### src/rtl/qpg_pkg.sv
// Purpose: Shared constants for the programmable quadrature output block.
// Assumes: APB with 32-bit data, one aligned word per register.
// Notes: Offsets are byte addresses on the APB.
package qpg_pkg;
    // Register byte offsets.
    localparam logic [7:0] QPG_OFS_CTRL = 8'h00;
    localparam logic [7:0] QPG_OFS_RES = 8'h04;
    localparam logic [7:0] QPG_OFS_POS = 8'h08;
    // Control register field positions.
    localparam int QPG_CTRL_CCW_BIT = 0;
    localparam int QPG_CTRL_LEN180_BIT = 1;
    // Resolution limits and reset value.
    localparam logic [16:0] QPG_RES_MIN = 17'h00001;
    localparam logic [16:0] QPG_RES_MAX_WIDE = 17'h10000;
    localparam logic [16:0] QPG_RES_MAX_NARROW = 17'h04000;
    localparam logic [16:0] QPG_RES_RST = 17'h00400;
    // Control reset value: clockwise, 90 degree index.
    localparam logic [1:0] QPG_CTRL_RST = 2'h0;
    // Non-volatile memory slot numbers.
    localparam logic [1:0] QPG_NVM_CTRL = 2'h0;
    localparam logic [1:0] QPG_NVM_RES = 2'h1;
    // Quadrature states per output pulse.
    localparam int QPG_STATES = 4;
endpackage

### src/rtl/qpg_top.sv
// Purpose: Scale shaft angle to programmed A/B/index pulses, APB setup.
// Assumes: angle_i and dir_i come from outside and are synchronised here.
// Notes: Every setting is pushed to non-volatile memory on each write.
`timescale 1ns/100ps
`default_nettype none
module qpg_top
    import qpg_pkg::*;
#(
    parameter bit NARROW_SERIES = 1'b0
)(
    input wire logic mclk_i,
    input wire logic rst_i,
    input wire logic psel_i,
    input wire logic penable_i,
    input wire logic pwrite_i,
    input wire logic [7:0] paddr_i,
    input wire logic [31:0] pwdata_i,
    output logic [31:0] prdata_o,
    output logic pready_o,
    output logic pslverr_o,
    input wire logic [15:0] angle_i,
    input wire logic dir_i,
    output logic chan_a_o,
    output logic chan_b_o,
    output logic index_o,
    output logic nvm_we_o,
    output logic [1:0] nvm_slot_o,
    output logic [16:0] nvm_data_o
);
    // Largest resolution allowed for the fitted series.
    localparam logic [16:0] RES_MAX =
        NARROW_SERIES ? QPG_RES_MAX_NARROW : QPG_RES_MAX_WIDE;

    logic [15:0] ang_s1_ff; // First synchroniser stage, read only by stage 2.
    logic [15:0] ang_ff; // Synchronised shaft angle.
    logic dir_s1_ff; // First synchroniser stage of the direction pin.
    logic dir_ff; // Synchronised direction pin.
    logic [1:0] ctrl_ff; // Direction and index width settings.
    logic [16:0] res_ff; // Pulses per revolution.
    logic [18:0] cnt_ff; // Quadrature state position, 0 to 4*res-1.
    logic [18:0] ofs_ff; // Angle-derived count that maps to position zero.
    logic [31:0] prdata_ff; // Read data captured in the setup phase.
    logic err_ff; // Unmapped address flag captured in the setup phase.
    logic a_ff, b_ff, idx_ff; // Registered pin drivers.
    logic up_ff; // Outputs not swapped by direction, for checking.
    logic nvm_we_ff;
    logic [1:0] nvm_slot_ff;
    logic [16:0] nvm_data_ff;

    logic setup, wr_acc, wr_res, wr_ctrl, mapped;
    logic [16:0] res_clamped;
    logic [18:0] modulus, target, track, fwd, ofs_new;
    logic [34:0] prod, prod_new;
    logic step_up, step_dn, inv;
    logic [1:0] ph;
    logic ph_a, ph_b, pulse0;

    // Bus decode; the slave never inserts wait states.
    assign setup = psel_i && !penable_i;
    assign wr_acc = psel_i && penable_i && pwrite_i;
    assign mapped = paddr_i == QPG_OFS_CTRL || paddr_i == QPG_OFS_RES ||
                    paddr_i == QPG_OFS_POS;
    assign wr_res = wr_acc && paddr_i == QPG_OFS_RES;
    assign wr_ctrl = wr_acc && paddr_i == QPG_OFS_CTRL;
    assign pready_o = 1'b1;
    assign prdata_o = prdata_ff;
    assign pslverr_o = psel_i && penable_i && err_ff;

    // Both external inputs cross through two flops before any use.
    always_ff @(posedge mclk_i)
    begin
        ang_s1_ff <= angle_i;
        ang_ff <= ang_s1_ff;
        dir_s1_ff <= dir_i;
        dir_ff <= dir_s1_ff;
    end

    // Clamp instead of refusing, so a stray value still yields output.
    always_comb
    begin
        if (pwdata_i < 32'(QPG_RES_MIN))
            res_clamped = QPG_RES_MIN;
        else if (pwdata_i > 32'(RES_MAX))
            res_clamped = RES_MAX;
        else
            res_clamped = pwdata_i[16:0];
    end

    // Settings registers.
    always_ff @(posedge mclk_i)
    begin
        if (rst_i)
        begin
            ctrl_ff <= QPG_CTRL_RST;
            res_ff <= QPG_RES_RST;
        end
        else
        begin
            if (wr_ctrl)
                ctrl_ff <= pwdata_i[1:0];
            if (wr_res)
                res_ff <= res_clamped;
        end
    end

    // Every CTRL or RES write is forwarded as one slot write, no commit step.
    always_ff @(posedge mclk_i)
    begin
        if (rst_i)
        begin
            nvm_we_ff <= 1'b0;
            nvm_slot_ff <= QPG_NVM_CTRL;
            nvm_data_ff <= 17'h00000;
        end
        else
        begin
            nvm_we_ff <= wr_res || wr_ctrl;
            if (wr_res)
            begin
                nvm_slot_ff <= QPG_NVM_RES;
                nvm_data_ff <= res_clamped;
            end
            else if (wr_ctrl)
            begin
                nvm_slot_ff <= QPG_NVM_CTRL;
                nvm_data_ff <= {15'h0000, pwdata_i[1:0]};
            end
        end
    end
    assign nvm_we_o = nvm_we_ff;
    assign nvm_slot_o = nvm_slot_ff;
    assign nvm_data_o = nvm_data_ff;

    // Scale angle to a state count, then move toward it one state a clock.
    always_comb
    begin
        modulus = {res_ff, 2'b00};
        prod = 35'(ang_ff) * 35'(modulus);
        target = prod[34:16];
        // The zero point must be in the scale of the incoming resolution.
        prod_new = 35'(ang_ff) * 35'({res_clamped, 2'b00});
        ofs_new = prod_new[34:16];
        if (target >= ofs_ff)
            track = target - ofs_ff;
        else
            track = 19'(target + modulus - ofs_ff);
        if (track >= cnt_ff)
            fwd = track - cnt_ff;
        else
            fwd = 19'(track + modulus - cnt_ff);
        // The shorter way round wins, so a wrap never runs backwards.
        step_up = fwd != 19'h00000 && fwd <= {1'b0, modulus[18:1]};
        step_dn = fwd != 19'h00000 && !step_up;
    end

    // Position counter; a new resolution restarts it at zero.
    always_ff @(posedge mclk_i)
    begin
        if (rst_i)
        begin
            cnt_ff <= 19'h00000;
            ofs_ff <= 19'h00000;
        end
        else if (wr_res)
        begin
            cnt_ff <= 19'h00000;
            ofs_ff <= ofs_new;
        end
        else if (step_up)
            cnt_ff <= cnt_ff == modulus - 19'h00001 ? 19'h00000 :
                      cnt_ff + 19'h00001;
        else if (step_dn)
            cnt_ff <= cnt_ff == 19'h00000 ? modulus - 19'h00001 :
                      cnt_ff - 19'h00001;
    end

    // Phase decode: 0 both low, 1 A, 2 both, 3 B, so A leads going up.
    always_comb
    begin
        ph = cnt_ff[1:0];
        ph_a = ph == 2'h1 || ph == 2'h2;
        ph_b = ph[1];
        pulse0 = cnt_ff[18:2] == 17'h00000;
        inv = ctrl_ff[QPG_CTRL_CCW_BIT] ^ dir_ff;
    end

    // Output flops; swapping A and B reverses the phase order.
    always_ff @(posedge mclk_i)
    begin
        if (rst_i)
        begin
            a_ff <= 1'b0;
            b_ff <= 1'b0;
            idx_ff <= 1'b0;
            up_ff <= 1'b0;
        end
        else
        begin
            a_ff <= inv ? ph_b : ph_a;
            b_ff <= inv ? ph_a : ph_b;
            up_ff <= !inv;
            if (ctrl_ff[QPG_CTRL_LEN180_BIT])
                idx_ff <= pulse0 && (inv ? ph_b : ph_a);
            else
                idx_ff <= pulse0 && ph == 2'h2;
        end
    end
    assign chan_a_o = a_ff;
    assign chan_b_o = b_ff;
    assign index_o = idx_ff;

    // Read data and error flag are prepared in the setup cycle.
    always_ff @(posedge mclk_i)
    begin
        if (rst_i)
        begin
            prdata_ff <= 32'h00000000;
            err_ff <= 1'b0;
        end
        else if (setup)
        begin
            err_ff <= !mapped;
            case (paddr_i)
                QPG_OFS_CTRL: prdata_ff <= {30'h00000000, ctrl_ff};
                QPG_OFS_RES: prdata_ff <= {15'h0000, res_ff};
                QPG_OFS_POS: prdata_ff <= {13'h0000, cnt_ff};
                default: prdata_ff <= 32'h00000000;
            endcase
        end
    end
endmodule
`default_nettype wire

### config.mk
export PLATFORM = sky130hd
export DESIGN_NAME = qpg_top
export DESIGN_NICKNAME = d
export VERILOG_FILES = /design/src/rtl/qpg_pkg.sv /design/src/rtl/qpg_top.sv
export SDC_FILE = /design/constraint.sdc
export NUM_CORES = 2
export LEC_CHECK = 0
export ABC_AREA = 1
export BUFFER_PORTS_ARGS = -buffer_cell sky130_fd_sc_hd__buf_2
export CAP_MARGIN = 20
export CORE_AREA = 5 5 227 229
export DETAILED_ROUTE_END_ITERATION = 10
export DIE_AREA = 0 0 232 234
export PLACE_DENSITY = 0.83
export SLEW_MARGIN = 20
export SYNTH_ARGS = -nofsm -noshare
export SYNTH_HDL_FRONTEND = slang
export SYNTH_SLANG_ARGS = --single-unit
### constraint.sdc
create_clock -name mclk_i -period 16.6 [get_ports mclk_i]
set_input_delay 4.15 -clock mclk_i [delete_from_list [all_inputs] [get_ports mclk_i]]
set_output_delay 4.15 -clock mclk_i [all_outputs]
set_load 0.02 [all_outputs]
Word level (Yosys, flattened, before mapping)
Cells that the tools add are included.

storage, ports and cells
  register bits = 146
  input port bits = 62
  output and inout bits = 57
  logic and storage cells = 78

cells by class
  add/subtract/negate cells = 9
  $mul = 2
  $lt $le $gt $ge = 5
  eq/ne operators = 5
  muxes and demuxes = 16
  bitwise logic cells = 1
  reduce and logical (&&, ||, !) cells = 24

operators by type and width
  cell                                                          count
  two-way mux 19 bit                                            6
  subtractor 19 bit                                             4
  two-way mux 17 bit                                            4
  multiplier 16 x 17 -> 33 bit                                  2
  case mux 19 bit (3 select lines)                              1
  adder 19 bit                                                  2
  >= comparator 19 bit                                          2
  subtractor 19 x 1 -> 19 bit (second input constant)           2
  > comparator 32 x 17 -> 1 bit (second input constant)         1
  less-than comparator 32 x 1 -> 1 bit (second input constant)  1
  adder 19 x 1 -> 19 bit (second input constant)                1
  == test 19 bit                                                1
  <= comparator 19 x 18 -> 1 bit                                1
  zero test 19 bit                                              1
  nonzero test 19 bit                                           1
  zero test 17 bit                                              1
  logical AND 1 bit                                             10
  == test 8 x 3 -> 1 bit (second input constant)                1
  == test 8 x 4 -> 1 bit (second input constant)                1
  zero test 8 bit                                               1
  two-way mux 1 bit                                             5
  logical OR 1 bit                                              4
  nonzero test 2 bit                                            2
  zero test 1 bit                                               3
  4 further kinds                                               4

Longest topological paths before layout
  depth after elaboration = 13
  mapped depth = 78

Worst setup path before layout
Ideal clock, no wire load.

  path kind = reg2reg
  from = register res_ff[9]
  to = register cnt_ff[0]
  setup time = 119 ps
  data arrival time = 12127 ps
  required time = 16481 ps
  slack = 4354 ps
  stages on the path, launching flop included = 69
  buffers on the path = 6
  path through = dfxtp_1 clkbuf_1 buf_1 nand2_1 fa_1 fa_1 fa_1 fa_1 inv_1 fa_1 inv_1 fa_1 inv_1 ha_1 nand2_1 inv_1 a21oi_1 nand3_1 [33 not listed] inv_1 ha_1 nand4_1 inv_1 o211ai_1 nand3_1 a21oi_1 o221ai_1 nand3_1 nand2_1 o21ai_0 inv_1 o21ai_0 clkbuf_1 clkbuf_1 nand4_1 nand2_1 a21oi_1

on the way
  word-level cells in the longest chain between the ends = 12
  elaborated cells between the ends (all ways) = 21
  those cells by class = add/sub (7); mul (1); order compare (3); eq/ne (1); mux (4); reduce/logical (5)

RTL lines
  item                                                                          RTL line                        text
  from (decl)                                                                   qpg_top.sv:39                   logic [16:0] res_ff;
  from (signal assigned)                                                        qpg_top.sv:102                  res_ff <= res_clamped;
  multiplier 16 x 17 -> 33 bit                                                  qpg_top.sv:138                  prod = 35'(ang_ff) * 35'(modulus);
  adder 19 bit                                                                  qpg_top.sv:146                  track = 19'(target + modulus - ofs_ff);
  subtractor 19 bit                                                             qpg_top.sv:146
  two-way mux 19 bit                                                            qpg_top.sv:143                  if (target >= ofs_ff)
  adder 19 bit                                                                  qpg_top.sv:150                  fwd = 19'(track + modulus - cnt_ff);
  subtractor 19 bit                                                             qpg_top.sv:150
  two-way mux 19 bit                                                            qpg_top.sv:147                  if (track >= cnt_ff)
  <= comparator 19 x 18 -> 1 bit / nonzero test 19 bit (equally long branches)  qpg_top.sv:152, qpg_top.sv:153
  logical AND 1 bit                                                             qpg_top.sv:152                  step_up = fwd != 19'h00000 && fwd <= {1'b0, modulus[18:1]};
  zero test 1 bit                                                               qpg_top.sv:153                  step_dn = fwd != 19'h00000 && !step_up;
  logical AND 1 bit                                                             qpg_top.sv:153
  nonzero test 2 bit (no source line)                                           n/a
  to (signal assigned)                                                          qpg_top.sv:170                  cnt_ff <= cnt_ff == modulus - 19'h00001 ? 19'h00000 :
  to (signal assigned)                                                          qpg_top.sv:173                  cnt_ff <= cnt_ff == 19'h00000 ? modulus - 19'h00001 :
  to (decl)                                                                     qpg_top.sv:40                   logic [18:0] cnt_ff;

Several ways; a longest one is shown, not always the timed one.
A chain may end at the register's enable or synchronous reset.

Final worst setup path
  from = register ang_ff[6]
  to = register cnt_ff[18]

on the way
  word-level cells in the longest chain between the ends = 12
  elaborated cells between the ends (all ways) = 18
  those cells by class = add/sub (6); mul (1); order compare (3); mux (3); reduce/logical (5)

RTL lines
  item                                                                          RTL line                        text
  from (decl)                                                                   qpg_top.sv:35                   logic [15:0] ang_ff;
  from (signal assigned)                                                        qpg_top.sv:73                   ang_ff <= ang_s1_ff;
  multiplier 16 x 17 -> 33 bit *                                                qpg_top.sv:138
  adder 19 bit                                                                  qpg_top.sv:146
  subtractor 19 bit                                                             qpg_top.sv:146
  two-way mux 19 bit *                                                          qpg_top.sv:143
  adder 19 bit                                                                  qpg_top.sv:150
  subtractor 19 bit                                                             qpg_top.sv:150
  two-way mux 19 bit *                                                          qpg_top.sv:147
  <= comparator 19 x 18 -> 1 bit / nonzero test 19 bit (equally long branches)  qpg_top.sv:152, qpg_top.sv:153
  logical AND 1 bit                                                             qpg_top.sv:152
  zero test 1 bit                                                               qpg_top.sv:153
  logical AND 1 bit                                                             qpg_top.sv:153
  nonzero test 2 bit (no source line)                                           n/a

Mark *: on every way between the ends. The rest lies on a longest branch, timed or not.

==> qor.csv <==
metric;value;unit
Tot GR Track Use;32.4;%
antenna diode count;0;
# resized after CTS;0;
Port Buffers;103;
first-pass detailed-route iteration total;8;
Detail Route Antenna Nets;0;
clk root buf;clkbuf_16;
non-filler cells, final;4667;
Comb power frac;61.5;%
post-synthesis instance total;3968;
maximum vdd drop;96.2;uV
Post-Syn Area;29100;um2
Crit Path Category;reg -> reg;
Detailed Route WL;87800;um
Leakage;16.8;nW
commonest non-fill, non-tap cell in the layout;nand2_1;
P_sw;0.00105;W
pwr dens;66.3;nW/um2
CTS Buf Count;17;
Slew @ Worst Pin;972;ps
syn_area_per_cell;7.32;um2
largest net degree at the start of global routing;38;
synthesis-stage register bit count;133;
Distinct cells, synth;54;
Worst setup SP type;register;
fin crit share;85.0;%
worst path arrival time;14470;ps
worst skew pair latency;460;ps
Die Wd;232;um
CP max FO;29;
Post-synth EDFFs;0;
Adder-Cell Fraction of Synth Area;44.0;%
asr flop ratio synth;0;%
synthesized-area fraction occupied by and/or/nand/nor cells;20.8;%
commonest cells after routing, fill and taps aside;nand2_1, inv_1, fa_1;
sw frac;51.7;%
initial antenna violation count;1;
clock skew;12.4;ps
DRC viols;0;
Die ar.;54300;um2
dominant synthesized flop cell;dfxtp_1;
Worst Slack Setup Final;2500;ps
Max-cap violations;0;
P&R area growth vs syn;5.37;%
pre-CTS WS;2890;ps
# setup viols final;0;
critical path's largest stage delay;630;ps
final setup TNS;0;ps
die height;234;um
Synth warnings;0;
compound-cell area share of the yosys netlist;7.99;%
slowest CP cell;dfxtp_1;
DR vias;26500;
FMAX;70.9;MHz
Seq/Total Area, Yosys;9.16;%
Worst setup EP type;register;
Inst Count DP;4635;
Req. time, crit path;16960;ps
routed vias/inst;5.68;
Slew Viols, Final;0;
clock sink count;133;
first-pass GRT wire length;139000;um
Cell Rows;82;
post-synthesis mux area share;0.207;%
Hold Buf Count CTS;0;
Clock H-tree levels;4;
internal power;0.000981;W
RSZ-0062 raised after global routing;no;
Reg clk slew, reported paths;70;ps
share of post-route cells with drive strength above 1;5.73;%
Reg2Reg Depth;67;
total grt overflow;0;
number of global-route vias before repair;26900;
min Tclk post-route;14100;ps
Fin. Hold Viols;0;
DP HPWL;67300;um
Synth Area in XOR/XNOR;3.50;%
post-CTS setup repair buffer count;0;
main combinational cell family by area after synthesis;adder cells;
CTS tree;built;
Rel. slew slack;35.2;%
CTS max path bufs;2;
Nets;4796;
worst min path class;reg -> reg;
Placer Congestion;1.05;
power share of the clock group;19.4;%
outcome;completed;
io pins;119;
Initial DRC Count;2710;
worst hold path depth;0;
Initial Util;58.7;%
CP most frequent cell;nand2_1;
Core ar.;49500;um2
post-DR wirelength/cell;18.8;um
sequential power share;19.0;%
[logic make-up after synthesis]
| family | after synthesis |
|---|---|
| and+or+nand+nor | 1477 |
| buffers and inverters | 1065 |
| adders and majority gates | 752 |
| AOI/OAI and AO/OA | 417 |
| DFF | 133 |
| xor gates and xnor gates | 116 |
| muxes | 6 |
| other | 2 |
[through the flow]
step / instance area (um2) / utilization, % / total power, W / hold WS [ps]
2_1_floorplan: 29100 / - / 0.00130 / 310
3_3_place_gp: 30000 / 60.7 / 0.00156 / 310
3_5_place_dp: 30000 / 60.7 / 0.00158 / 312
4_1_cts: 30600 / 61.9 / 0.00198 / 327
5_1_grt: 30600 / 61.9 / 0.00217 / 332
6_report: 30600 / 61.9 / 0.00203 / 327
[metal layers]
metal  global-route usage [%]  up-vias  wire length, um
li1                         -    12000                -
met1                     42.5    12500            33700
met2                     51.6     1613            38800
met3                     7.06      363            10500
met4                     15.0        2             4770
met5                        0        -               13
[cell usage after synthesis (3+ instances only)]
cell type | instances | share of area (%)
or2_2 | 10 | 0.22
nor2_1 | 275 | 3.6
nand2_2 | 20 | 0.43
buf_6 | 4 | 0.16
a21o_1 | 12 | 0.31
fa_1 | 451 | 31
o21ai_0 | 127 | 2.2
dfxtp_1 | 133 | 9.2
o21bai_1 | 11 | 0.28
nand3b_1 | 4 | 0.10
nor3_1 | 28 | 0.48
nor4_1 | 10 | 0.22
a31oi_1 | 18 | 0.39
xor2_1 | 78 | 2.4
o211ai_1 | 5 | 0.13
o21ai_1 | 9 | 0.16
a21oi_1 | 170 | 2.9
buf_1 | 11 | 0.14
o221ai_1 | 3 | 0.090
clkinv_1 | 14 | 0.18
ha_1 | 301 | 13
xnor2_1 | 38 | 1.1
o21a_1 | 5 | 0.13
o22ai_1 | 35 | 0.75
nand4_1 | 40 | 0.86
a2111oi_0 | 4 | 0.12
a211oi_1 | 3 | 0.078
mux2i_1 | 6 | 0.21
o2111ai_1 | 3 | 0.090
clkbuf_1 | 113 | 1.5
buf_4 | 20 | 0.52
o31ai_1 | 5 | 0.13
nand2_1 | 937 | 12
buf_2 | 12 | 0.21
inv_2 | 7 | 0.090
nand3_1 | 140 | 2.4
inv_1 | 883 | 11
[power by group through the flow]
stage / combinational (W) / sequential, W / clock (W)
after global routing: 0.00137 / 0.000387 / 0.000410
after floorplan: 0.000927 / 0.000369 / 0
final: 0.00125 / 0.000386 / 0.000394
after CTS: 0.00120 / 0.000383 / 0.000393
after global placement: 0.00117 / 0.000391 / 0
after detailed placement: 0.00119 / 0.000390 / 0
[critical path, delay by kind of cell, from the launching register on]
family                   cells  cell delay [ps]
AND/OR/NAND/NOR             26             3580
XOR/XNOR                     1              190
adder cells (fa/ha/maj)     10             4170
AO/OA/AOI/OAI               18             3920
buffers and inverters       12             1410
flip-flops                   1              630
[path summary, 6_finish.rpt]
path	from	endpoint	slack, ps
min	ang_s1_ff[0]	ang_ff[0]	330
max	ang_ff[6]	cnt_ff[18]	2500
max reg2reg	ang_ff[6]	cnt_ff[18]	2500
min reg2reg	ang_s1_ff[0]	ang_ff[0]	330
[state kept, by name, summed over array words and instances (netlist names)]
register / cells
chan_a_o: 1
nvm_slot_o: 1
nvm_data_o: 17
chan_b_o: 1
index_o: 1
res_ff: 17
ofs_ff: 19
prdata_o: 19
dir_ff: 1
ang_ff: 16
dir_s1_ff: 1
cnt_ff: 19
ang_s1_ff: 16
ctrl_ff: 2
nvm_we_o: 1
err_ff: 1
[area by class of cell]
class | instances | area [um2]
clock buffer | 17 | 425
clock inverter | 15 | 163
fill | 4344 | 18800
inverter | 904 | 3390
multi-input combinational | 2783 | 22300
sequential | 133 | 2660
tap | 672 | 841
timing repair buffer | 143 | 816
(Power assumes the default switching activity.)
